$ cat config.mk
export PLATFORM = sky130hd
export DESIGN_NAME = pattern_tester_rx_counters_irq
export DESIGN_NICKNAME = d
export VERILOG_FILES = /design/src/tester_pkg.sv /design/src/pattern_tester_rx_counters_irq.sv
export SDC_FILE = /design/constraint.sdc
export NUM_CORES = 1
export LEC_CHECK = 0
export BUFFER_PORTS_ARGS = -buffer_cell sky130_fd_sc_hd__buf_2
export CAP_MARGIN = 0
export CORE_MARGIN = 2
export CORE_UTILIZATION = 50
export CTS_CLUSTER_DIAMETER = 120
export DETAILED_ROUTE_END_ITERATION = 6
export HOLD_SLACK_MARGIN = 0.03
export PLACE_DENSITY = 0.77
export REMOVE_ABC_BUFFERS = 1
export SYNTH_ARGS = -nofsm -noshare
export SYNTH_HDL_FRONTEND = slang
export SYNTH_SLANG_ARGS = --single-unit
$ cat constraint.sdc
create_clock -name CORE_CLK_IN -period 4.52 [get_ports CORE_CLK_IN]
set_input_delay 0 -clock CORE_CLK_IN [delete_from_list [all_inputs] [get_ports CORE_CLK_IN]]
set_output_delay 0 -clock CORE_CLK_IN [all_outputs]
set_load 0.05 [all_outputs]
$ cat src/tester_pkg.sv
// constants of the receive-side pattern tester counters and interrupts
// assumes a 32-bit Avalon-MM slave with one register per aligned word
package tester_pkg;

    // register indices; byte address is four times the index
    localparam logic [7:0] STATUS_IDX = 8'h6C;
    localparam logic [7:0] LATCHED_IDX = 8'h6E;
    localparam logic [7:0] IRQ_EN_IDX = 8'h70;
    localparam logic [7:0] ERR_LOW_IDX = 8'h74;
    localparam logic [7:0] ERR_HIGH_IDX = 8'h76;
    localparam logic [7:0] BIT_LOW_IDX = 8'h78;
    localparam logic [7:0] BIT_HIGH_IDX = 8'h7A;
    localparam logic [7:0] PORT_GATE_IDX = 8'h7C;

    // field positions shared by latched and enable registers; status has no error bit, the port gate bit is its own
    localparam int UPDATE_POS = 3;
    localparam int ERROR_POS = 2;
    localparam int NONZERO_POS = 1;
    localparam int SYNC_POS = 0;
    localparam int PORT_GATE_POS = 0;

    // widths
    localparam int ERR_TALLY_W = 24;
    localparam int BIT_TALLY_W = 32;
    localparam int EVENT_W = 4;
    localparam int ADDR_W = 10;

    // reset values
    localparam logic [3:0] IRQ_EN_RESET = 4'h0;
    localparam logic [3:0] LATCHED_RESET = 4'h0;
    localparam logic [23:0] ERR_TALLY_RESET = 24'h00_0000;
    localparam logic [31:0] BIT_TALLY_RESET = 32'h0000_0000;
    localparam logic [31:0] READ_RESET = 32'h0000_0000;

    // saturation limits
    localparam logic [23:0] ERR_TALLY_MAX = 24'hFF_FFFF;
    localparam logic [31:0] BIT_TALLY_MAX = 32'hFFFF_FFFF;

endpackage

$ cat src/pattern_tester_rx_counters_irq.sv
// receive bit and bit-error tallies, update snapshots and tester interrupt
// assumes detector inputs come from logic on CORE_CLK_IN; one per port
`timescale 1ns/100ps
`default_nettype none

module pattern_tester_rx_counters_irq (
    input wire logic CORE_CLK_IN,
    input wire logic RESET_IN,
    input wire logic [tester_pkg::ADDR_W-1:0] ADDRESS_IN,
    input wire logic READ_IN,
    input wire logic WRITE_IN,
    input wire logic [31:0] WRITEDATA_IN,
    input wire logic [3:0] BYTEENABLE_IN,
    output logic [31:0] READDATA_OUT,
    output logic WAITREQUEST_OUT,
    input wire logic RX_BIT_VALID_IN,
    input wire logic RX_BIT_ERROR_IN,
    input wire logic PATTERN_UNLOCKED_IN,
    input wire logic COUNTER_UPDATE_STROBE_IN,
    output logic IRQ_OUT
);

    typedef struct packed {
        logic wait_req;
        logic [31:0] rd_data;
        logic irq;
        logic [3:0] irq_en;
        logic port_gate;
        logic [3:0] latched;
        logic update_done_status;
        logic pattern_unlocked;
        logic nonzero_q;
        logic upd_q;
        logic [23:0] error_tally;
        logic [31:0] received_bit_tally;
        logic [23:0] error_snap;
        logic [31:0] bit_snap;
    } state_s;

    state_s st;
    state_s next_st;

    logic [7:0] word_idx;
    logic bus_req;
    logic write_now;
    logic upd_rise;
    logic count_bit;
    logic count_err;
    logic error_count_nonzero;
    logic [3:0] event_set;
    logic [3:0] armed;

    assign word_idx = ADDRESS_IN[9:2];
    assign bus_req = READ_IN | WRITE_IN;
    assign write_now = WRITE_IN & ~st.wait_req;
    // update acts on the strobe's rising edge only; a held level is one update
    assign upd_rise = COUNTER_UPDATE_STROBE_IN & ~st.upd_q;
    assign count_bit = RX_BIT_VALID_IN & ~st.pattern_unlocked;
    assign count_err = count_bit & RX_BIT_ERROR_IN;
    assign error_count_nonzero = (st.error_tally != tester_pkg::ERR_TALLY_RESET);

    always_comb begin
        event_set = '0;
        event_set[tester_pkg::UPDATE_POS] =
            next_st.update_done_status & ~st.update_done_status;
        event_set[tester_pkg::ERROR_POS] =
            RX_BIT_VALID_IN & RX_BIT_ERROR_IN;
        event_set[tester_pkg::NONZERO_POS] =
            error_count_nonzero & ~st.nonzero_q;
        event_set[tester_pkg::SYNC_POS] =
            PATTERN_UNLOCKED_IN ^ st.pattern_unlocked;
    end

    // update-done is not gated by the port gate; the others are
    always_comb begin
        armed = st.latched & st.irq_en;
        armed[tester_pkg::ERROR_POS] =
            armed[tester_pkg::ERROR_POS] & st.port_gate;
        armed[tester_pkg::NONZERO_POS] =
            armed[tester_pkg::NONZERO_POS] & st.port_gate;
        armed[tester_pkg::SYNC_POS] =
            armed[tester_pkg::SYNC_POS] & st.port_gate;
    end

    function automatic logic [31:0] read_mux(input state_s s,
                                             input logic [7:0] idx,
                                             input logic nz);
        logic [31:0] w;
        w = tester_pkg::READ_RESET;
        case (idx)
            tester_pkg::STATUS_IDX: begin
                w[tester_pkg::UPDATE_POS] = s.update_done_status;
                w[tester_pkg::NONZERO_POS] = nz;
                w[tester_pkg::SYNC_POS] = s.pattern_unlocked;
            end
            tester_pkg::LATCHED_IDX: begin
                w[3:0] = s.latched;
            end
            tester_pkg::IRQ_EN_IDX: begin
                w[3:0] = s.irq_en;
            end
            tester_pkg::ERR_LOW_IDX: begin
                w[15:0] = s.error_snap[15:0];
            end
            tester_pkg::ERR_HIGH_IDX: begin
                w[7:0] = s.error_snap[23:16];
            end
            tester_pkg::BIT_LOW_IDX: begin
                w[15:0] = s.bit_snap[15:0];
            end
            tester_pkg::BIT_HIGH_IDX: begin
                w[15:0] = s.bit_snap[31:16];
            end
            tester_pkg::PORT_GATE_IDX: begin
                w[tester_pkg::PORT_GATE_POS] = s.port_gate;
            end
            default: begin
                w = tester_pkg::READ_RESET;
            end
        endcase
        return w;
    endfunction

    always_comb begin
        next_st = st;
        next_st.upd_q = COUNTER_UPDATE_STROBE_IN;
        next_st.pattern_unlocked = PATTERN_UNLOCKED_IN;
        next_st.nonzero_q = error_count_nonzero;
        // status rises the cycle after the snapshot, drops with the strobe
        next_st.update_done_status = COUNTER_UPDATE_STROBE_IN & st.upd_q;

        // live tallies: saturate, freeze while unlocked, restart on update
        if (upd_rise) begin
            next_st.error_snap = st.error_tally;
            next_st.bit_snap = st.received_bit_tally;
            next_st.error_tally = {23'h00_0000, count_err};
            next_st.received_bit_tally = {31'h0000_0000, count_bit};
        end else begin
            if (count_err && st.error_tally != tester_pkg::ERR_TALLY_MAX) begin
                next_st.error_tally = st.error_tally + 24'h00_0001;
            end
            if (count_bit &&
                st.received_bit_tally != tester_pkg::BIT_TALLY_MAX) begin
                next_st.received_bit_tally =
                    st.received_bit_tally + 32'h0000_0001;
            end
        end

        // one wait state: data loaded on the first cycle, taken on the second
        if (bus_req && st.wait_req) begin
            next_st.wait_req = 1'b0;
            next_st.rd_data = read_mux(st, word_idx, error_count_nonzero);
        end else begin
            next_st.wait_req = 1'b1;
        end

        next_st.latched = st.latched;
        if (write_now && BYTEENABLE_IN[0]) begin
            case (word_idx)
                tester_pkg::IRQ_EN_IDX: begin
                    next_st.irq_en = WRITEDATA_IN[3:0];
                end
                tester_pkg::LATCHED_IDX: begin
                    next_st.latched = st.latched & ~WRITEDATA_IN[3:0];
                end
                tester_pkg::PORT_GATE_IDX: begin
                    next_st.port_gate = WRITEDATA_IN[tester_pkg::PORT_GATE_POS];
                end
                default: begin
                    next_st.irq_en = st.irq_en;
                end
            endcase
        end
        // a new event beats a clearing write in the same cycle
        next_st.latched = next_st.latched | event_set;

        next_st.irq = |armed;
    end

    // one instance per port; the port prefix decode sits in the fabric
    always_ff @(posedge CORE_CLK_IN or posedge RESET_IN) begin
        if (RESET_IN) begin
            st.wait_req <= 1'b1;
            st.rd_data <= tester_pkg::READ_RESET;
            st.irq <= 1'b0;
            st.irq_en <= tester_pkg::IRQ_EN_RESET;
            st.port_gate <= 1'b0;
            st.latched <= tester_pkg::LATCHED_RESET;
            st.update_done_status <= 1'b0;
            st.pattern_unlocked <= 1'b0;
            st.nonzero_q <= 1'b0;
            st.upd_q <= 1'b0;
            st.error_tally <= tester_pkg::ERR_TALLY_RESET;
            st.received_bit_tally <= tester_pkg::BIT_TALLY_RESET;
            st.error_snap <= tester_pkg::ERR_TALLY_RESET;
            st.bit_snap <= tester_pkg::BIT_TALLY_RESET;
        end else begin
            st <= next_st;
        end
    end

    assign READDATA_OUT = st.rd_data;
    assign WAITREQUEST_OUT = st.wait_req;
    assign IRQ_OUT = st.irq;
endmodule

`default_nettype wire

# Yosys cells after proc, flatten, opt, wreduce, memory -nomap -nowiden
# Index checks and enable logic that the tools add are counted.
[op_classes]
muxes = 12
add_sub_neg = 2
reduce_logical = 10
eq_ne = 10
bitwise_logic = 22
[ops]
columns = ["op", "count"]
rows = [
  ["$eq A8 B7 Y1 const B", 8],
  ["$mux W56", 1],
  ["$add A32 B1 Y32 const B", 1],
  ["$mux W32", 1],
  ["$ne A32 B32 Y1 const B", 1],
  ["$add A24 B1 Y24 const B", 1],
  ["$mux W24", 1],
  ["$ne A24 B24 Y1 const B", 1],
  ["$pmux W8 S3", 1],
  ["$reduce_bool A24 Y1", 1],
  ["$pmux W4 S4", 1],
  ["$pmux W1 S7", 2],
  ["$and A1 B1 Y1", 11],
  ["$and A4 B4 Y4", 2],
  ["$mux W4", 2],
  ["$pmux W1 S8", 1],
  ["$pmux W1 S6", 1],
  ["$not A1 Y1", 5],
  ["$logic_and A1 B1 Y1", 4],
  ["$not A4 Y4", 1],
  ["$or A4 B4 Y4", 1],
  ["$reduce_and A2 Y1", 2],
  ["$reduce_bool A2 Y1", 2],
  ["$reduce_or A4 Y1", 1],
  ["3 further kinds", 3],
]
[word_totals]
output_inout_bits = 34
input_bits = 54
register_bits = 143
wordCells = 70

# Longest topological paths before layout
[depth]
depth_word = 6
mapped_depth = 8
depth_no_buf = 7

# Worst setup path after synthesis
# No wires, ideal clock.
[synth_path]
kind = "register -> register"
from = "register st (netlist bit WAITREQUEST_OUT)"
to = "register st (netlist bit READDATA_OUT[8])"
setup_time_ns = 0.064
t_arrival_ns = 1.817
path_stages_with_launch = 7
synth_period_minus_slack_ns = 1.882
setup_slack_ns = 2.638
n_path_buf = 1
path_cell_list = "dfstp_2 -> o21a_1 -> clkinv_1 -> or3_1 -> clkbuf_1 -> a21oi_1 -> a21o_1"
[synth_between]
elab_chain_len = 1
[synth_lines]
columns = ["item", "line", "text"]
rows = [
  ["start, declared", "pattern_tester_rx_counters_irq.sv:40", "state_s st;"],
  ["start signal, assigned", "pattern_tester_rx_counters_irq.sv:198", "st <= next_st;"],
  ["$logic_and A1 B1 Y1", "pattern_tester_rx_counters_irq.sv:150", "if (bus_req && st.wait_req) begin"],
]
# No other way between the ends.
# A chain may end at the register's enable or synchronous reset.

# Worst setup path after layout
[layout_path]
from = "register st[73] (netlist name)"
to = "register st[81] (netlist name)"
[layout_between]
elab_chain_len = 3
elab_cells_between_ends = 6
cone_classes = "add/sub: 1; eq/ne: 1; mux: 2; reduce/logical: 2"
[layout_lines]
columns = ["item", "line", "text"]
rows = [
  ["$add A32 B1 Y32 / $ne A32 B32 Y1 (equally long branches)", "pattern_tester_rx_counters_irq.sv:145, pattern_tester_rx_counters_irq.sv:143", ""],
  ["$mux W32 / $logic_and A1 B1 Y1 (equally long branches)", "pattern_tester_rx_counters_irq.sv:142", "if (count_bit &&"],
  ["$mux W56 / $reduce_bool A2 Y1 (equally long branches)", "n/a", ""],
]
# Several ways; a longest one is shown, not always the timed one. The select of a mux whose other input is x is not followed.

==> results.sh <==
export IMPL_ir_drop_v=0.000285
export IMPL_post_synth_num_cell_types=79
export IMPL_hold_path_cell_count=3
export IMPL_pin_count=88
export IMPL_grt_pass1_wl_mm=28.7
export IMPL_hold_viol=0
export IMPL_grt_max_degree=111
export IMPL_fp_dieW_um=125
export IMPL_cts_sinks=143
export IMPL_die_y_um=125
export IMPL_numCtsBuffers=17
export IMPL_ctsRootBufferMaster="clkbuf_16"
export IMPL_multi_input_area_mm2=0.00334
export IMPL_synthCells=801
export IMPL_worstSkewPairLatency_ps=430
export IMPL_yosysWarnings=0
export IMPL_utilization_pct=56.8
export IMPL_drtAntennaViolNets=0
export IMPL_critPathArrivalTime_ps=2770
export IMPL_setup_worst_path_start_class="flip-flop"
export IMPL_p_leak_nw=3.77
export IMPL_synth_flop_cell="dfrtp_1"
export IMPL_drt_iter0_drc=614
export IMPL_cts_resized=0
export IMPL_rows=44
export IMPL_grt_usage_pct=23.0
export IMPL_routedWlPerCell_um=17.3
export IMPL_path_clk_slew_ps=60
export IMPL_cp_max_fo=16
export IMPL_diodes=0
export IMPL_cts_max_level=4
export IMPL_synth_edf_count=0
export IMPL_hold_buffers=10
export IMPL_core_area_mm2=0.0144
export IMPL_layout_drive_gt1_share_pct=13.0
export IMPL_antenna_found_initial=0
export IMPL_hp_class="input pin to flip-flop"
export IMPL_layout_min_cycle_time_ps=2410
export IMPL_cts_tree="yes"
export IMPL_total_power_mw=3.07
export IMPL_rsz0062_at_grt="false"
export IMPL_drv_cap=0
export IMPL_fin_crit_sh_pct=53.4
export IMPL_seq_area_frac_synth_pct=48.8
export IMPL_post_cts_buffers=0
export IMPL_initial_utilization_pct=50.9
export IMPL_synth_async_reset_ratio_pct=100
export IMPL_slew_headroom_pct=23.5
export IMPL_hpwl_mm=11.4
export IMPL_firstDrtPassIters=5
export IMPL_seq_area_mm2=0.00358
export IMPL_clockBufferDepth=2
export IMPL_status="finished clean"
export IMPL_end_kind="flip-flop"
export IMPL_fill_cells=1231
export IMPL_syn_cell_area_mm2=0.00733
export IMPL_fmax_ghz=0.414
export IMPL_worst_r2r_cell_count=5
export IMPL_routed_wl_mm=17.5
export IMPL_place_congestion=0.895
export IMPL_io_buffers=38
export IMPL_tns_ps=0
export IMPL_tightest_slew_ps=1140
export IMPL_power_density_mw_per_mm2=375
export IMPL_drv_slew=0
export IMPL_area_growth_synth_to_final_pct=11.6
export IMPL_grt_remaining_overflow=0
export IMPL_yosys_register_bits=143
export IMPL_crit_type="flip-flop to flip-flop"
export IMPL_cp_required_ps=4880
export IMPL_syn_avg_cell_area_um2=9.16
export IMPL_grt_pass1_vias=5658
export IMPL_setup_violations=0
export IMPL_clock_skew_ps=8.03
export IMPL_num_vias=5924
export IMPL_drc=0
export IMPL_viasPerCell=5.85
export IMPL_nets=872
export IMPL_die_area_mm2=0.0157
-- where the power goes --
part           switching (mW)  total, mW  internal, mW  leakage, nW
combinational           0.151      0.199        0.0482         1.49
clock                   0.556       1.55         0.994        0.324
sequential             0.0171       1.32          1.30         1.96
-- per-layer routing --
layer / GRT usage [%] / wire (um) / part of all wire (%)
met3: 5.01 / 1010 / 5.8
met4: 9.80 / 499 / 2.9
met2: 34.8 / 8100 / 46
met1: 32.3 / 7850 / 45
met5: 0 / 0 / 0
-- Yosys cell counts, types with 7 or more instances --
library cell  count  share of area (%)
o21ai_0          36                2.5
a21o_1            7               0.72
o211ai_1          7               0.72
dfrtp_1         142                 48
xnor2_1          16                1.9
or3_1            17                1.4
nor3_1            9               0.61
nand2b_1          7               0.60
nand3_1          25                1.7
mux2i_1           8                1.1
nand2_1         210                 11
nor4_1           11               0.94
buf_4            33                3.4
a21oi_1          34                2.3
a22oi_1           7               0.72
buf_2            10               0.68
and4_1            9                1.1
inv_1            15               0.77
nand4_1          15                1.3
nor2_1           36                1.8
clkbuf_1         25                1.3
or4_1            10                1.0
-- area by class of cell --
cell class,count,share of cell area (%)
Sequential cell,143,43.7
Multi-Input combinational cell,585,40.8
Timing Repair Buffer,52,3.91
Clock buffer,18,5.36
Inverter,16,0.795
Clock inverter,14,2.61
Tap cell,184,2.81
-- flip-flops by register name, indices dropped and copies added (netlist names) --
signal           flops
IRQ_OUT              1
st                 125
READDATA_OUT        16
WAITREQUEST_OUT      1
-- placed cells by master, fill, tap and decap left out, types with 7 or more instances in the layout --
cell type / instances
xnor2_1: 16
a22oi_1: 7
dfrtp_1: 142
nand2_1: 210
nor2_1: 36
or4_1: 10
nor4_1: 11
o211ai_1: 7
o21ai_0: 36
conb_1: 16
mux2i_1: 8
clkbuf_16: 17
a21o_1: 7
or3_1: 17
inv_1: 14
and4_1: 9
buf_2: 38
nor3_1: 9
dlygate4sd3_1: 10
nand4_1: 15
nand3_1: 25
a21oi_1: 34
-- logic make-up (layout without fill, tap and decap cells) --
kind of cell             count (synthesis)  count (layout)  synth area share (%)
other                                    1              16                0.0511
buffers and inverters                   88             100                  6.58
XOR/XNOR                                19              19                  2.27
adder cells (fa/ha/maj)                  3               3                 0.512
multiplexers                            15              15                  2.32
AO/OA/AOI/OAI                          150             150                  14.0
flip-flops                             143             143                  48.8
AND/OR/NAND/NOR                        382             382                  25.4
-- worst max-delay path, cell delays in order, from the launching register on --
cell and delay, ps:
dfrtp_1 450, nand4_1 260, nor4_4 900, a211o_1 440
o21ai_0 140, a21oi_1 140
-- per-stage QoR --
step	setup slack, ps	std cells	hold WS (ps)	instance area, um^2
finish	2110	1012	62.7	8190
global route	1870	1012	80.1	8190
CTS	2130	1012	43.4	8190
detailed placement	2150	970	142	7430
global placement	2160	970	135	7430
floorplan	563	744	31.4	6970
-- final timing paths --
kind,startpoint,end,slack [ps]
hold reg to reg,READDATA_OUT[1],READDATA_OUT[1],470
hold / removal,RX_BIT_VALID_IN,st[88],60
setup / recovery,st[73],st[81],2110
max in group asynchronous,RESET_IN,st[54],3130
min in group asynchronous,RESET_IN,st[79],350
setup reg to reg,st[73],st[81],2110
Power figures use the tool's default switching activity.
